===== src/dtc_pkg.sv =====
package dtc_pkg;

	// Register offsets on the byte register port
	localparam logic [7:0] ADDR_CTRL_FLAGS = 8'h88;
	localparam logic [7:0] ADDR_MODE_SEL = 8'h89;
	localparam logic [7:0] ADDR_T0_LOW = 8'h8a;
	localparam logic [7:0] ADDR_T1_LOW = 8'h8b;
	localparam logic [7:0] ADDR_T0_HIGH = 8'h8c;
	localparam logic [7:0] ADDR_T1_HIGH = 8'h8d;
	localparam logic [7:0] ADDR_CLK_MODE = 8'h8e;

	// Bit positions in timer_control_flags
	localparam int BIT_TF1 = 7;
	localparam int BIT_TR1 = 6;
	localparam int BIT_TF0 = 5;
	localparam int BIT_TR0 = 4;
	localparam int BIT_IE1 = 3;
	localparam int BIT_IT1 = 2;
	localparam int BIT_IE0 = 1;
	localparam int BIT_IT0 = 0;

	// Bit positions in the clock mode register
	localparam int BIT_T1M = 4;
	localparam int BIT_T0M = 3;

	// Reset values
	localparam logic [7:0] RST_BYTE = 8'h00;

	// Prescaler: internal source is system clock divided by this
	localparam int PRESCALE_DIV = 12;
	localparam logic [3:0] PRESCALE_LAST = 4'(PRESCALE_DIV - 1);

	typedef enum logic [1:0] {
		MODE_13BIT,
		MODE_16BIT,
		MODE_8BIT_RELOAD,
		MODE_SPLIT
	} dtc_mode_t;

	// One nibble of timer_mode_select
	typedef struct packed {
		logic gate;
		logic count_sel;
		dtc_mode_t mode;
	} dtc_tmode_t;

	// Register port request
	typedef struct packed {
		logic [7:0] addr;
		logic [7:0] wdata;
		logic wr;
		logic rd;
	} dtc_req_t;

endpackage


===== src/dtc_timer.sv =====
// The implementer's own choice: the plain strobed port.
`timescale 1ns/1ps

// Functional notes
// - Timer one overflow sets its flag; service entry clears; software writes either value.
// - Timer zero overflow sets its flag; service entry clears; software writes either value.
// - Timer one runs while run bit set; clearing freezes both count bytes.
// - Timer zero runs while run bit set; clearing freezes both count bytes outside mode 11, where the high byte runs on timer one's run bit.
// - Interrupt one edge mode: falling edge sets flag, held until software or service clears.
// - Interrupt one level mode: flag equals inverted pin, software writes ignored.
// - Interrupt zero edge mode: falling edge sets flag, held until cleared.
// - Interrupt zero level mode: flag tracks inverted pin, read-only to software.
// - Timer one gate set: counts only while run set and interrupt one pin high.
// - Timer zero gate set: counts only while run set and interrupt zero pin high.
// - Timer one select: internal clock when 0, count pin falling edges when 1.
// - Timer zero select: internal clock when 0, count pin falling edges when 1.
// - Timer one modes: 13-bit, 16-bit, 8-bit auto-reload from high byte.
// - Timer one mode 11 halts it regardless of run bit.
// - Timer zero modes: 13-bit, 16-bit, 8-bit auto-reload, same encoding.
// - Timer zero mode 11: low byte and high byte run as separate 8-bit timers.
// - Timer zero count is 16 bits, low and high byte registers read/write.
// - Timer one count is 16 bits, low and high byte registers read/write.
// - Reset clears control, mode and all four count bytes.
// - Internal source is system clock divided by 12, or undivided when clock mode set.
module dtc_timer
	import dtc_pkg::*;
(
	// Clock and reset
	input wire logic CLK_SYS,
	input wire logic SYS_RST,
	// Register port
	input wire logic [7:0] REG_ADDR,
	input wire logic [7:0] REG_WDATA,
	input wire logic REG_WR,
	input wire logic REG_RD,
	output logic [7:0] REG_RDATA,
	// Interrupt service entry strobes from the core
	input wire logic T0_SVC_ACK,
	input wire logic T1_SVC_ACK,
	input wire logic EXT_INT_ZERO_PIN_SVC_ACK,
	input wire logic EXT_INT_ONE_PIN_SVC_ACK,
	// External pins
	input wire logic EXT_INT_ZERO_PIN_N,
	input wire logic EXT_INT_ONE_PIN_N,
	input wire logic COUNT_INPUT_ZERO_PIN,
	input wire logic COUNT_INPUT_ONE_PIN,
	// Flags toward the interrupt controller
	output logic T0_OVF_FLAG,
	output logic T1_OVF_FLAG,
	output logic EXT_INT_ZERO_PIN_FLAG,
	output logic EXT_INT_ONE_PIN_FLAG
);

	dtc_req_t req;
	logic tf1_q, tr1_q, tf0_q, tr0_q, ie1_q, it1_q, ie0_q, it0_q;
	logic [7:0] timer_mode_select_q;
	logic t1m_q, t0m_q;
	logic [7:0] tl0_q, th0_q, tl1_q, th1_q;
	logic [7:0] tl0_d, th0_d, tl1_d, th1_d;
	logic [3:0] pre_q;
	logic ext_int_zero_pin_prev_q, ext_int_one_pin_prev_q, cnt0_prev_q, cnt1_prev_q;
	logic tick12, tick0_int, tick1_int, tick0_src, tick1_src;
	logic en0, en1, en0_high;
	logic ovf0, ovf1;
	logic wr_tl0, wr_th0, wr_tl1, wr_th1, wr_ctrl;
	logic ext_int_zero_pin_fall, ext_int_one_pin_fall;
	dtc_tmode_t m0, m1;

	assign req = '{addr: REG_ADDR, wdata: REG_WDATA, wr: REG_WR, rd: REG_RD};
	assign m0 = dtc_tmode_t'(timer_mode_select_q[3:0]);
	assign m1 = dtc_tmode_t'(timer_mode_select_q[7:4]);

	assign wr_ctrl = req.wr && req.addr == ADDR_CTRL_FLAGS;
	assign wr_tl0 = req.wr && req.addr == ADDR_T0_LOW;
	assign wr_th0 = req.wr && req.addr == ADDR_T0_HIGH;
	assign wr_tl1 = req.wr && req.addr == ADDR_T1_LOW;
	assign wr_th1 = req.wr && req.addr == ADDR_T1_HIGH;

	////////////////////////////////////////////////////////////////////////////////
	// Clock source and edge detection

	always_ff @(posedge CLK_SYS) begin
		if (SYS_RST) begin
			pre_q <= 4'h0;
		end else if (pre_q == PRESCALE_LAST) begin
			pre_q <= 4'h0;
		end else begin
			pre_q <= pre_q + 4'h1;
		end
	end

	assign tick12 = pre_q == PRESCALE_LAST;
	assign tick0_int = t0m_q ? 1'b1 : tick12;
	assign tick1_int = t1m_q ? 1'b1 : tick12;

	// Pins are taken as synchronous; only one stage for edge history
	always_ff @(posedge CLK_SYS) begin
		if (SYS_RST) begin
			ext_int_zero_pin_prev_q <= 1'b1;
			ext_int_one_pin_prev_q <= 1'b1;
			cnt0_prev_q <= 1'b1;
			cnt1_prev_q <= 1'b1;
		end else begin
			ext_int_zero_pin_prev_q <= EXT_INT_ZERO_PIN_N;
			ext_int_one_pin_prev_q <= EXT_INT_ONE_PIN_N;
			cnt0_prev_q <= COUNT_INPUT_ZERO_PIN;
			cnt1_prev_q <= COUNT_INPUT_ONE_PIN;
		end
	end

	assign ext_int_zero_pin_fall = ext_int_zero_pin_prev_q && !EXT_INT_ZERO_PIN_N;
	assign ext_int_one_pin_fall = ext_int_one_pin_prev_q && !EXT_INT_ONE_PIN_N;
	assign tick0_src = m0.count_sel ? (cnt0_prev_q && !COUNT_INPUT_ZERO_PIN) : tick0_int;
	assign tick1_src = m1.count_sel ? (cnt1_prev_q && !COUNT_INPUT_ONE_PIN) : tick1_int;

	// Gate lets the interrupt pin level qualify the run bit
	assign en0 = tr0_q && (!m0.gate || EXT_INT_ZERO_PIN_N) && tick0_src;
	assign en1 = tr1_q && (!m1.gate || EXT_INT_ONE_PIN_N) && tick1_src
		&& m1.mode != MODE_SPLIT;
	// Split-mode high byte counts the internal clock under timer one run
	assign en0_high = tr1_q && tick0_int;

	////////////////////////////////////////////////////////////////////////////////
	// Counter next-state

	always_comb begin
		tl0_d = tl0_q;
		th0_d = th0_q;
		ovf0 = 1'b0;
		ovf1 = 1'b0;
		case (m0.mode)
			MODE_13BIT: begin
				if (en0) begin
					if (tl0_q[4:0] == 5'h1f) begin
						th0_d = th0_q + 8'h01;
						ovf0 = th0_q == 8'hff;
					end
					tl0_d = {tl0_q[7:5], tl0_q[4:0] + 5'h01};
				end
			end
			MODE_16BIT: begin
				if (en0) begin
					tl0_d = tl0_q + 8'h01;
					if (tl0_q == 8'hff) begin
						th0_d = th0_q + 8'h01;
						ovf0 = th0_q == 8'hff;
					end
				end
			end
			MODE_8BIT_RELOAD: begin
				if (en0) begin
					tl0_d = (tl0_q == 8'hff) ? th0_q : tl0_q + 8'h01;
					ovf0 = tl0_q == 8'hff;
				end
			end
			default: begin
				if (en0) begin
					tl0_d = tl0_q + 8'h01;
					ovf0 = tl0_q == 8'hff;
				end
				if (en0_high) begin
					th0_d = th0_q + 8'h01;
					ovf1 = th0_q == 8'hff;
				end
			end
		endcase
	end

	always_comb begin
		tl1_d = tl1_q;
		th1_d = th1_q;
		if (en1) begin
			case (m1.mode)
				MODE_13BIT: begin
					if (tl1_q[4:0] == 5'h1f) begin
						th1_d = th1_q + 8'h01;
					end
					tl1_d = {tl1_q[7:5], tl1_q[4:0] + 5'h01};
				end
				MODE_16BIT: begin
					tl1_d = tl1_q + 8'h01;
					if (tl1_q == 8'hff) begin
						th1_d = th1_q + 8'h01;
					end
				end
				default: begin
					tl1_d = (tl1_q == 8'hff) ? th1_q : tl1_q + 8'h01;
				end
			endcase
		end
	end

	// Timer one overflow unless it is held by mode 11
	logic t1_wrap;
	always_comb begin
		t1_wrap = 1'b0;
		if (en1) begin
			case (m1.mode)
				MODE_13BIT: t1_wrap = tl1_q[4:0] == 5'h1f && th1_q == 8'hff;
				MODE_16BIT: t1_wrap = tl1_q == 8'hff && th1_q == 8'hff;
				default: t1_wrap = tl1_q == 8'hff;
			endcase
		end
	end

	////////////////////////////////////////////////////////////////////////////////
	// Count registers; a software write wins over counting in the same cycle

	always_ff @(posedge CLK_SYS) begin
		if (SYS_RST) begin
			tl0_q <= RST_BYTE;
			th0_q <= RST_BYTE;
			tl1_q <= RST_BYTE;
			th1_q <= RST_BYTE;
		end else begin
			tl0_q <= wr_tl0 ? req.wdata : tl0_d;
			th0_q <= wr_th0 ? req.wdata : th0_d;
			tl1_q <= wr_tl1 ? req.wdata : tl1_d;
			th1_q <= wr_th1 ? req.wdata : th1_d;
		end
	end

	////////////////////////////////////////////////////////////////////////////////
	// Mode and clock mode registers

	always_ff @(posedge CLK_SYS) begin
		if (SYS_RST) begin
			timer_mode_select_q <= RST_BYTE;
			t1m_q <= 1'b0;
			t0m_q <= 1'b0;
		end else begin
			if (req.wr && req.addr == ADDR_MODE_SEL) begin
				timer_mode_select_q <= req.wdata;
			end
			if (req.wr && req.addr == ADDR_CLK_MODE) begin
				t1m_q <= req.wdata[BIT_T1M];
				t0m_q <= req.wdata[BIT_T0M];
			end
		end
	end

	////////////////////////////////////////////////////////////////////////////////
	// Control flags: hardware set wins over any clear in the same cycle

	always_ff @(posedge CLK_SYS) begin
		if (SYS_RST) begin
			tf1_q <= 1'b0;
			tr1_q <= 1'b0;
			tf0_q <= 1'b0;
			tr0_q <= 1'b0;
			it1_q <= 1'b0;
			it0_q <= 1'b0;
		end else begin
			if (wr_ctrl) begin
				tr1_q <= req.wdata[BIT_TR1];
				tr0_q <= req.wdata[BIT_TR0];
				it1_q <= req.wdata[BIT_IT1];
				it0_q <= req.wdata[BIT_IT0];
			end
			if (t1_wrap || ovf1) begin
				tf1_q <= 1'b1;
			end else if (wr_ctrl) begin
				tf1_q <= req.wdata[BIT_TF1];
			end else if (T1_SVC_ACK) begin
				tf1_q <= 1'b0;
			end
			if (ovf0) begin
				tf0_q <= 1'b1;
			end else if (wr_ctrl) begin
				tf0_q <= req.wdata[BIT_TF0];
			end else if (T0_SVC_ACK) begin
				tf0_q <= 1'b0;
			end
		end
	end

	always_ff @(posedge CLK_SYS) begin
		if (SYS_RST) begin
			ie1_q <= 1'b0;
			ie0_q <= 1'b0;
		end else begin
			if (!it1_q) begin
				ie1_q <= !EXT_INT_ONE_PIN_N;
			end else if (ext_int_one_pin_fall) begin
				ie1_q <= 1'b1;
			end else if (wr_ctrl) begin
				ie1_q <= req.wdata[BIT_IE1];
			end else if (EXT_INT_ONE_PIN_SVC_ACK) begin
				ie1_q <= 1'b0;
			end
			if (!it0_q) begin
				ie0_q <= !EXT_INT_ZERO_PIN_N;
			end else if (ext_int_zero_pin_fall) begin
				ie0_q <= 1'b1;
			end else if (wr_ctrl) begin
				ie0_q <= req.wdata[BIT_IE0];
			end else if (EXT_INT_ZERO_PIN_SVC_ACK) begin
				ie0_q <= 1'b0;
			end
		end
	end

	////////////////////////////////////////////////////////////////////////////////
	// Read port and flag outputs

	always_ff @(posedge CLK_SYS) begin
		if (SYS_RST) begin
			REG_RDATA <= 8'h00;
		end else if (!req.rd) begin
			REG_RDATA <= 8'h00;
		end else if (req.addr == ADDR_CTRL_FLAGS) begin
			REG_RDATA <= {tf1_q, tr1_q, tf0_q, tr0_q, ie1_q, it1_q, ie0_q, it0_q};
		end else if (req.addr == ADDR_MODE_SEL) begin
			REG_RDATA <= timer_mode_select_q;
		end else if (req.addr == ADDR_T0_LOW) begin
			REG_RDATA <= tl0_q;
		end else if (req.addr == ADDR_T1_LOW) begin
			REG_RDATA <= tl1_q;
		end else if (req.addr == ADDR_T0_HIGH) begin
			REG_RDATA <= th0_q;
		end else if (req.addr == ADDR_T1_HIGH) begin
			REG_RDATA <= th1_q;
		end else if (req.addr == ADDR_CLK_MODE) begin
			REG_RDATA <= {3'h0, t1m_q, t0m_q, 3'h0};
		end else begin
			REG_RDATA <= 8'h00;
		end
	end

	always_ff @(posedge CLK_SYS) begin
		if (SYS_RST) begin
			T0_OVF_FLAG <= 1'b0;
			T1_OVF_FLAG <= 1'b0;
			EXT_INT_ZERO_PIN_FLAG <= 1'b0;
			EXT_INT_ONE_PIN_FLAG <= 1'b0;
		end else begin
			T0_OVF_FLAG <= tf0_q;
			T1_OVF_FLAG <= tf1_q;
			EXT_INT_ZERO_PIN_FLAG <= ie0_q;
			EXT_INT_ONE_PIN_FLAG <= ie1_q;
		end
	end

	////////////////////////////////////////////////////////////////////////////////
	// Checks

	stopped_t1_holds_a: assert property (@(posedge CLK_SYS) disable iff (SYS_RST)
		(!tr1_q && !wr_tl1 && !wr_th1 && !(m0.mode == MODE_SPLIT))
		|=> (tl1_q == $past(tl1_q) && th1_q == $past(th1_q)))
		else $error("timer one count moved while stopped");
	stopped_t0_holds_a: assert property (@(posedge CLK_SYS) disable iff (SYS_RST)
		(!tr0_q && !wr_tl0 && !wr_th0 && m0.mode != MODE_SPLIT)
		|=> (tl0_q == $past(tl0_q) && th0_q == $past(th0_q)))
		else $error("timer zero count moved while stopped");
	t1_halt_mode_a: assert property (@(posedge CLK_SYS) disable iff (SYS_RST)
		(m1.mode == MODE_SPLIT && !wr_tl1) |=> tl1_q == $past(tl1_q))
		else $error("timer one counted in mode 11");
	tf0_set_a: assert property (@(posedge CLK_SYS) disable iff (SYS_RST)
		ovf0 |=> tf0_q)
		else $error("timer zero overflow not flagged");
	tf1_set_a: assert property (@(posedge CLK_SYS) disable iff (SYS_RST)
		t1_wrap |=> tf1_q)
		else $error("timer one overflow not flagged");
	ext_int_one_pin_level_a: assert property (@(posedge CLK_SYS) disable iff (SYS_RST)
		$past(!it1_q) |-> ie1_q == !$past(EXT_INT_ONE_PIN_N))
		else $error("interrupt one level flag wrong");
	ext_int_zero_pin_level_a: assert property (@(posedge CLK_SYS) disable iff (SYS_RST)
		$past(!it0_q) |-> ie0_q == !$past(EXT_INT_ZERO_PIN_N))
		else $error("interrupt zero level flag wrong");
	ext_int_zero_pin_edge_a: assert property (@(posedge CLK_SYS) disable iff (SYS_RST)
		(it0_q && ext_int_zero_pin_fall) |=> ie0_q ##1 EXT_INT_ZERO_PIN_FLAG)
		else $error("interrupt zero edge not caught");
	ext_int_one_pin_edge_a: assert property (@(posedge CLK_SYS) disable iff (SYS_RST)
		(it1_q && ext_int_one_pin_fall) |=> ie1_q)
		else $error("interrupt one edge not caught");
	reload_t0_a: assert property (@(posedge CLK_SYS) disable iff (SYS_RST)
		(m0.mode == MODE_8BIT_RELOAD && en0 && tl0_q == 8'hff && !wr_tl0)
		|=> tl0_q == $past(th0_q))
		else $error("timer zero reload missed");
	gate_t0_a: assert property (@(posedge CLK_SYS) disable iff (SYS_RST)
		(m0.gate && !EXT_INT_ZERO_PIN_N) |-> !en0)
		else $error("timer zero counted with gate closed");
	prescale_a: assert property (@(posedge CLK_SYS) disable iff (SYS_RST)
		tick12 |=> !tick12 [*8])
		else $error("prescaler period too short");

endmodule


===== config.mk =====
export PLATFORM = sky130hd
export DESIGN_NAME = dtc_timer
export DESIGN_NICKNAME = d
export VERILOG_FILES = /design/src/dtc_pkg.sv /design/src/dtc_timer.sv
export SDC_FILE = /design/constraint.sdc
export NUM_CORES = 1
export LEC_CHECK = 0
export BUFFER_PORTS_ARGS = -buffer_cell sky130_fd_sc_hd__buf_2
export CAP_MARGIN = 20
export CORE_MARGIN = 5
export CORE_UTILIZATION = 40
export CTS_CLUSTER_DIAMETER = 200
export DETAILED_ROUTE_END_ITERATION = 10
export GPL_TIMING_DRIVEN = 0
export PLACE_DENSITY = 0.63
export SLEW_MARGIN = 20
export SYNTH_ARGS = -nofsm -noshare
export SYNTH_HDL_FRONTEND = slang
export SYNTH_SLANG_ARGS = --single-unit

===== constraint.sdc =====
create_clock -name CLK_SYS -period 3 [get_ports CLK_SYS]
set_input_delay 0.6 -clock CLK_SYS [delete_from_list [all_inputs] [get_ports CLK_SYS]]
set_output_delay 0.6 -clock CLK_SYS [all_outputs]
set_load 0.02 [all_outputs]

==> flow_summary_export.csv, run 1 <==
group,metric,value,unit
global_routing,grt.total_usage,21.9,%
global_routing,grt_max_degree,13,
min_path,hold_path_class,"in2reg",
clock_network,cts_tree,"done",
route,drc,0,
setup_path,reg2reg_depth,10,
setup_path,crit_slowest_cell,"dfxtp_1",
yosys,syn-num-nets,544,
route,wl,13800,µm
clock_network,numClockSinks,70,
yosys,ys_seq_area_share,34.2,%
yosys,synthCells,509,
setup_path,path_class,"reg2reg",
die,coreArea,10100,µm²
setup_path,crit_family,"simple AND/OR/NAND/NOR gates",
yosys,ys_types,62,
placed_design,dp_hpwl,10200,µm
setup_path,crit_fanout,7,
die,fp.dieW,111,µm
final_layout,layout.nets,591,
placed_design,io_buffers,36,
global_routing,overflow,0,
sta,tns,0,ps
final_layout,final_core_utilization,46.0,%
setup_path,crit_chain,"ha_1, and3_1, buf_4, ha_1, nor3b_1, a41o_2, nand3_4, or3_1, xor2_1, a211oi_2",
setup_path,cp-end-kind,"flip-flop",
sta,finalSetupViolations,0,
sta,worstMarginPinSlew,964,ps
setup_path,path_buf_inv,1,
yosys,yosysWarnings,0,
clock_network,clk_path_buf_depth,2,
sta,relSlewSlack,35.2,%
sta,clock_skew,8.04,ps
flow_run,drv_cap,0,
yosys,synth_edf_count,0,
global_routing,antenna_found_initial,0,
clock_network,cts-root-buf,"clkbuf_8",
final_layout,drive_gt1_share,16.2,%
outcome,status,"completed",
setup_path,path_depth,10,
route,drt-vias-per-instance,5.90,
sta,period_share,82.9,%
yosys,yosysTopAreaCellShare,34.2,%
yosys,synth.avg_cell_area,8.06,µm²
final_layout,fillers,1035,
setup_path,slowest_delay,460,ps
sta,period_needed,2490,ps
setup_path,required,3260,ps
clock_network,h-tree-depth,3,
sta,drv_slew,0,
pwr,ir_drop,0.256,mV
global_routing,grt_pass1_vias,3845,
yosys,synth_top_cell_by_area,"dfxtp_1",
global_routing,grt_pass1_wl,21400,µm
sta,finalHoldViolations,0,
route,ant_nets,0,
yosys,synth-seq-cells,70,
setup_path,crit_top_cell,"ha_1",
clock_network,clkTransAtPathRegs,80,ps
sta,hold_slack,453,ps
pwr,power.leakage,1.75,nW
final_layout,area_delta_synth_final,13.8,%
die,die_height,111,µm
yosys,synth_ff_type,"dfxtp_1",
sta,max_freq,402,MHz
route,drt_iter0_drc,406,
route,first_pass_iters,5,
yosys,netlist_area,4100,µm²
die,die_area,12400,µm²
setup_path,startpoint_type,"flip-flop",
yosys,ys_top_cells_by_area,"dfxtp_1 34%, nand2_1 5.9%, mux2i_1 5.4%, nor2_1 5.0%, a21oi_1 3.8%",
final_layout,antenna_cells,0,
die,initial_core_util,40.4,%
die,row_count,37,
pwr,p_per_area,409,nW/µm²
clock_network,hold_buffers,0,
clock_network,ctsResizeCount,0,
clock_network,clock_latency,340,ps
route,via_count,4115,
pwr,finalPower,1.91,mW
clock_network,cts-buffers-inserted,9,
setup_path,arrival,2740,ps
clock_network,post_cts_buffers,0,
die,ioPinCount,40,
route,wl_per_cell,19.8,µm
placed_design,place_congestion,0.944,
yosys,async_flop_share,0,%
sta,rsz0062_at_grt,"false",
min_path,min_path_cells,2,
## cell usage after synthesis, types with 9 or more instances
cell / number
inv_1: 10
and3_1: 16
nor2_1: 55
clkbuf_1: 19
mux2i_1: 22
o21ai_0: 27
xor2_1: 10
dfxtp_1: 70
a211oi_1: 11
nor2b_1: 9
a21oi_1: 31
nand3_1: 25
nand2_1: 64
## kinds of logic after synthesis
group / after synthesis / share of synthesized area [%]
xor+xnor: 18 / 3.84
simple gates: 220 / 27.4
compound gates: 126 / 21.8
flops: 70 / 34.2
mux: 24 / 5.92
fa+ha+maj: 7 / 2.14
buf+inv: 44 / 4.73
## sequential cells by signal (all words and copies together) (netlist names), 4 cells and up
| register | flops |
|---|---|
| REG_RDATA | 8 |
| timer_mode_select_q | 8 |
| th0_q | 8 |
| tl0_q | 8 |
| pre_q | 4 |
| tl1_q | 8 |
| th1_q | 8 |
## layer usage
layer	track usage, %	wire length, µm	vias to the layer above
met5	0	0	-
met4	7.62	444	0
met3	3.22	987	29
met2	34.8	6280	181
met1	30.3	6060	1973
li1	-	-	1932
## through the flow
step           worst slack [ps]  cell area [µm²]  std cells
6_report                    514             4660        697
5_1_grt                     336             4660        697
4_1_cts                     533             4660        697
3_5_place_dp                468             4450        681
3_3_place_gp                500             4450        681
2_1_floorplan               837             4100        509
## power by group
group / internal (mW) / switching [mW] / total [mW] / leakage (nW)
registers: 0.938 / 0.00617 / 0.944 / 0.566
logic: 0.0382 / 0.0824 / 0.121 / 1.08
clock network: 0.467 / 0.375 / 0.843 / 0.106
total: 1.44 / 0.464 / 1.91 / 1.75
## worst register-to-register path, delay by kind of cell (launching register included)
family,cells,cell delay (ps)
and+or+nand+nor,4,850
DFF,1,460
adders and majority gates,2,410
AOI/OAI and AO/OA,2,390
xor gates and xnor gates,1,160
buffers and inverters,1,140
## area by class of cell
type	instances	area, µm²	share of cell area [%]
clock buffers	10	128	2.74
multi-input cells	395	2500	53.7
well taps	136	170	3.65
repair buffers	36	180	3.86
flip-flops and latches	70	1400	30.0
clock inverters	6	86.3	1.85
plain buffers	34	156	3.35
inverters	10	37.5	0.805
## placed cells by master, fill, tap and decap left out, types with 7 or more instances in the layout
master,count
clkbuf_8,9
a211oi_1,11
dfxtp_1,70
o22ai_1,7
o21ai_0,27
mux2i_1,22
ha_1,7
inv_1,10
nor3_1,7
a21oi_1,31
nor2_1,55
clkbuf_1,20
nor2b_1,9
nand2_1,64
and3_1,16
xor2_1,10
nand2b_1,8
nand3_1,25
a222oi_1,7
xnor2_1,8
o211ai_1,8
buf_2,43
## path summary, 6_finish.rpt
path	from	to	slack, ps
worst max-delay path	tl1_q[0]	th1_q[3]	510
worst min-delay path	COUNT_INPUT_ONE_PIN	cnt1_prev_q	450
worst max register to register	tl1_q[0]	th1_q[3]	510
worst min register to register	timer_mode_select_q[3]	timer_mode_select_q[3]	460
Power figures use the tool's default switching activity.
==> inputs of run 2 (changes only) <==
--- a/config.mk
+++ b/config.mk
@@ -12,7 +12,7 @@
 export CTS_CLUSTER_DIAMETER = 200
 export DETAILED_ROUTE_END_ITERATION = 10
 export GPL_TIMING_DRIVEN = 0
-export PLACE_DENSITY = 0.63
+export PLACE_DENSITY = 0.65
 export SLEW_MARGIN = 20
 export SYNTH_ARGS = -nofsm -noshare
 export SYNTH_HDL_FRONTEND = slang
==> constraint.sdc (replaced) <==
create_clock -name CLK_SYS -period 2.28 [get_ports CLK_SYS]
set_input_delay 0.456 -clock CLK_SYS [delete_from_list [all_inputs] [get_ports CLK_SYS]]
set_output_delay 0.456 -clock CLK_SYS [all_outputs]
set_load 0.02 [all_outputs]
==> flow_summary_export.csv, run 2 (same netlist as run 1, synthesis figures left out) <==
group,metric,value,unit
die,fp.dieW,111,µm
route,wl_met1,5630,µm
pwr,ir_drop,0.315,mV
placed_design,dp_hpwl,9840,µm
sta,clock_skew,8.00,ps
sta,finalHoldViolations,0,
setup_path,rrSetupSlack,90,ps
final_layout,antenna_cells,0,
setup_path,cp-end-kind,"flip-flop",
clock_network,clkTransAtPathRegs,90,ps
clock_network,clk_path_buf_depth,2,
final_layout,layout.nets,594,
clock_network,numClockSinks,70,
global_routing,grt_pass1_vias,3993,
final_layout,final_cell_mix,"68 x dfxtp_1, 64 x nand2_1, 54 x nor2_1",
pwr,power.leakage,1.77,nW
outcome,status,"completed",
clock_network,hold_buffers,0,
flow_run,drv_cap,0,
final_layout,layout_commonest_cell,"dfxtp_1",
route,wl_met2,6390,µm
route,drt-vias-per-instance,6.03,
die,die_height,111,µm
global_routing,antenna_found_initial,0,
sta,period_needed,2190,ps
route,drt_iter0_drc,518,
global_routing,grt_max_degree,14,
placed_design,place_ws,-170,ps
sta,period_share,95.9,%
setup_path,reg2reg_depth,10,
clock_network,clock_latency,360,ps
setup_path,required,2560,ps
setup_path,path_class,"reg2reg",
route,first_pass_iters,5,
min_path,hold_start,"COUNT_INPUT_ONE_PIN",
final_layout,area_delta_synth_final,15.2,%
clock_network,cts_tree,"done",
die,coreArea,10100,µm²
setup_path,crit_fanout,7,
die,die_area,12400,µm²
route,ant_nets,0,
setup_path,r2r_start,"tl1_q[1]",
route,via_count,4223,
clock_network,cts-buffers-inserted,9,
clock_network,cts-root-buf,"clkbuf_8",
die,ioPinCount,40,
min_path,whs_endpoint,"cnt1_prev_q",
sta,worst_slack,94.0,ps
setup_path,startpoint_type,"flip-flop",
sta,worstMarginPinSlew,896,ps
die,initial_core_util,40.4,%
min_path,min_path_cells,2,
pwr,p_per_area,494,nW/µm²
sta,drv_slew,0,
final_layout,drive_gt1_share,18.6,%
sta,relSlewSlack,39.8,%
placed_design,place_congestion,1.08,
route,wl,13800,µm
setup_path,reg2reg_to,"th1_q[3]",
route,wl_met3,1190,µm
setup_path,arrival,2460,ps
sta,finalSetupViolations,0,
placed_design,io_buffers,36,
pwr,finalPower,2.33,mW
global_routing,grt_pass1_wl,21500,µm
route,drc,0,
global_routing,overflow,0,
min_path,hold_path_class,"in2reg",
clock_network,h-tree-depth,3,
route,wl_per_cell,19.7,µm
global_routing,grt.total_usage,21.7,%
sta,max_freq,457,MHz
route,top_layer,"met4",
die,row_count,37,
[run 2: cell count changes in the layout (fill, tap and decap cells not counted), sizes merged]
cell      previous run  this run
buf                 50        54
bufinv               2         0
clkbuf              30        28
clkinvlp             1         2
inv                 10        12
[run 2: layout make-up]
cell class	count	area, µm²
well taps	136	170
fillers	1032	5420
inverters	10	37.5
multi-input cells	395	2550
flip-flops and latches	70	1410
clock inverters	7	47.5
plain buffers	33	156
repair buffers	40	223
clock buffers	9	124
[run 2: metrics by stage]
step	cell area, µm²	util, %	std cells	TNS (ps)	hold WS [ps]
2_1_floorplan	4100	-	509	0	431
3_3_place_gp	4450	43.9	681	-336	449
3_5_place_dp	4450	43.9	681	-515	456
4_1_cts	4650	45.9	699	0	291
5_1_grt	4720	46.6	700	-6.46	290
6_report	4720	46.6	700	0	292
[run 2: worst max path at each step]
stage | end | start
6_report | th1_q[3] | tl1_q[1]
3_5_place_dp | th1_q[3] | tl1_q[0]
3_3_place_gp | th1_q[3] | tl1_q[0]
2_1_floorplan | th1_q[3] | tl1_q[0]
4_1_cts | th1_q[3] | tl1_q[1]
5_1_grt | th1_q[5] | tl1_q[0]
[run 2: where the power goes]
part / switching [mW] / internal [mW] / leakage [nW] / total [mW]
Sequential: 0.00822 / 1.23 / 0.568 / 1.24
Combinational: 0.110 / 0.0505 / 1.11 / 0.161
Clock: 0.535 / 0.396 / 0.0858 / 0.932
Total: 0.654 / 1.68 / 1.77 / 2.33
[run 2: worst max-delay path, cell delays in order, from the launching register on]
cell and delay (ps):
dfxtp_4 390, ha_4 140, and3_4 180, buf_6 110, ha_2 170, nor3b_4 170, a41o_2 160, nand3_4 90
or3_1 360, xor2_1 160, a211oi_2 190
[run 2: timing repair]
action / 4_1_cts / 5_1_grt
pin swaps: 2 / 4
endpoints found under the hold margin: 0 / 0
setup buffers: 2 / 2
gates resized for setup: 6 / 9
cloned: 0 / 0
setup endpoints to repair: 3 / 13
[run 2: per-layer routing]
| layer | GRT usage (%) | vias up |
|---|---|---|
| li1 | - | 1942 |
| met1 | 29.0 | 1988 |
| met2 | 35.1 | 238 |
| met3 | 3.60 | 55 |
| met4 | 8.27 | 0 |
| met5 | 0 | - |
==> inputs of run 3 (changes only) <==
--- a/config.mk
+++ b/config.mk
@@ -5,6 +5,7 @@
 export SDC_FILE = /design/constraint.sdc
 export NUM_CORES = 1
 export LEC_CHECK = 0
+export ABC_AREA = 1
 export BUFFER_PORTS_ARGS = -buffer_cell sky130_fd_sc_hd__buf_2
 export CAP_MARGIN = 20
 export CORE_MARGIN = 5
==> flow_summary_export.csv, run 3 <==
group,metric,value,unit
clock_network,cts-root-buf,"clkbuf_8",
sta,relSlewSlack,53.6,%
placed_design,dp_hpwl,10400,µm
pwr,switchingPower,0.629,mW
global_routing,grt_pass1_vias,4152,
yosys,synth_edf_count,0,
die,fp.dieW,113,µm
final_layout,area_delta_synth_final,13.2,%
clock_network,hold_buffers,0,
setup_path,cp-end-kind,"flip-flop",
pwr,power.leakage,2.11,nW
route,wl_met2,6080,µm
route,wl_met1,6090,µm
clock_network,clk_path_buf_depth,2,
route,wl,13600,µm
sta,drv_slew,0,
clock_network,clkTransAtPathRegs,80,ps
global_routing,grt_max_degree,13,
sta,rsz0062_at_grt,"false",
placed_design,dp_cells,827,
pwr,sequentialPowerShare,49.3,%
global_routing,grt_pass1_wl,21400,µm
yosys,async_flop_share,0,%
pwr,p_per_area,519,nW/µm²
final_layout,layout_commonest_cell,"nand2_1",
setup_path,path_class,"reg2reg",
clock_network,cts_tree,"done",
die,die_height,113,µm
route,via_count,4479,
global_routing,overflow,0,
yosys,ys_types,35,
die,coreArea,10400,µm²
flow_run,drv_cap,0,
global_routing,antenna_found_initial,0,
sta,tns,0,ps
setup_path,arrival,2310,ps
sta,clock_skew,12.2,ps
clock_network,ctsResizeCount,0,
yosys,synth_top_cell_by_area,"dfxtp_1",
die,die_area,12900,µm²
yosys,synth.avg_cell_area,6.54,µm²
clock_network,numClockSinks,70,
setup_path,crit_fanout,9,
yosys,yosysWarnings,0,
yosys,ys_seq_area_share,32.8,%
placed_design,io_buffers,37,
yosys,synth_most_common_cell,"nand2_1",
pwr,ir_drop,0.255,mV
yosys,synth_ff_type,"dfxtp_1",
route,drc,0,
outcome,status,"completed",
clock_network,h-tree-depth,3,
yosys,syn-num-nets,689,
yosys,synth_common_cells,"133 x nand2_1, 85 x nor2_1, 79 x inv_1",
final_layout,fin_cells,842,
sta,period_share,90.4,%
die,ioPinCount,40,
min_path,hold_path_class,"in2reg",
yosys,yosysTopAreaCellShare,32.8,%
yosys,synth-seq-cells,70,
clock_network,post_cts_buffers,0,
final_layout,antenna_cells,0,
pwr,p_int,1.89,mW
route,ant_nets,0,
route,wl_per_cell,16.1,µm
route,drt_iter0_drc,407,
die,initial_core_util,41.3,%
route,top_layer,"met4",
sta,max_freq,485,MHz
route,wl_met3,1000,µm
clock_network,cts-buffers-inserted,9,
setup_path,required,2530,ps
yosys,synthCells,654,
route,first_pass_iters,6,
placed_design,place_congestion,0.945,
pwr,comb_power_share,6.4,%
yosys,ys_top_cells_by_area,"dfxtp_1 33%, nand2_1 12%, nor2_1 7.5%, o21ai_0 7.1%, inv_1 6.9%",
setup_path,startpoint_type,"flip-flop",
sta,finalHoldViolations,0,
route,drt-vias-per-instance,5.32,
yosys,netlist_area,4280,µm²
pwr,p_clk_share,44.3,%
clock_network,clock_latency,350,ps
final_layout,final_cell_mix,"133 x nand2_1, 85 x nor2_1, 79 x inv_1",
sta,period_needed,2060,ps
sta,finalSetupViolations,0,
pwr,sw_frac_of_total,25.0,%
sta,worstMarginPinSlew,696,ps
global_routing,grt.total_usage,21.3,%
final_layout,layout.nets,737,
final_layout,drive_gt1_share,14.9,%
die,row_count,37,
-- run 3: changes by cell type after synthesis, sizes merged, moves of 8 or more --
cell,delta
nand2b,-8
mux2i,-22
a21oi,+19
nor2,+41
a211oi,-16
nand4,+8
nand3,+23
nand2,+80
inv,+80
o21ai,+36
clkbuf,-14
and3,-16
nor2b,-9
-- run 3: final timing paths --
kind	start	to	slack (ps)	depth (start not counted)
setup reg to reg	tl1_q[0]	th1_q[6]	220	11
hold / removal	COUNT_INPUT_ZERO_PIN	cnt0_prev_q	290	3
hold reg to reg	ie1_q	EXT_INT_ONE_PIN_FLAG	450	2
setup / recovery	tl1_q[0]	th1_q[6]	220	11
-- run 3: cell type report --
class / instances / area [µm²]
plain buffers: 15 / 90.1
inverters: 90 / 340
clock buffers: 9 / 124
repair buffers: 37 / 185
fillers: 1103 / 5530
flip-flops and latches: 70 / 1400
well taps: 136 / 170
clock inverters: 6 / 87.6
multi-input cells: 479 / 2450
-- run 3: per-stage QoR --
step	hold slack [ps]	area, µm²	power, mW	util [%]	worst slack (ps)
floorplan	411	4280	1.35	-	603
global placement	426	4630	1.43	44.7	278
detailed placement	428	4630	1.43	44.7	271
CTS	279	4840	2.53	46.7	258
global route	284	4840	2.60	46.7	62.7
finish	291	4840	2.52	46.7	219
-- run 3: power by group through the flow --
stage | Sequential, mW | Combinational, mW | Clock (mW)
final | 1.24 | 0.161 | 1.11
after global routing | 1.24 | 0.177 | 1.18
after CTS | 1.24 | 0.160 | 1.13
after detailed placement | 1.27 | 0.159 | 0
after global placement | 1.27 | 0.158 | 0
after floorplan | 1.27 | 0.0816 | 0
-- run 3: cells by family after synthesis --
| kind of cell | synth area share (%) |
|---|---|
| flip-flops | 32.8 |
| buffers and inverters | 10.1 |
| AO/OA/AOI/OAI | 16.4 |
| AND/OR/NAND/NOR | 35.4 |
| XOR/XNOR | 3.28 |
| adder cells (fa/ha/maj) | 2.05 |
-- run 3: per-layer routing --
layer / vias to the layer above / global-route usage (%)
met4: 0 / 7.45
met2: 173 / 34.5
met3: 28 / 4.72
li1: 2222 / -
met1: 2056 / 28.1
met5: - / 0
-- run 3: critical path, stage by stage, from the launching register on --
cell,delay [ps]
dfxtp_1,420
ha_1,260
nand2_1,90
nor2_2,140
ha_1,160
nor2_1,40
nor2_1,140
nand4_1,250
nand2_2,230
inv_2,70
nor2_1,110
nor2_1,50
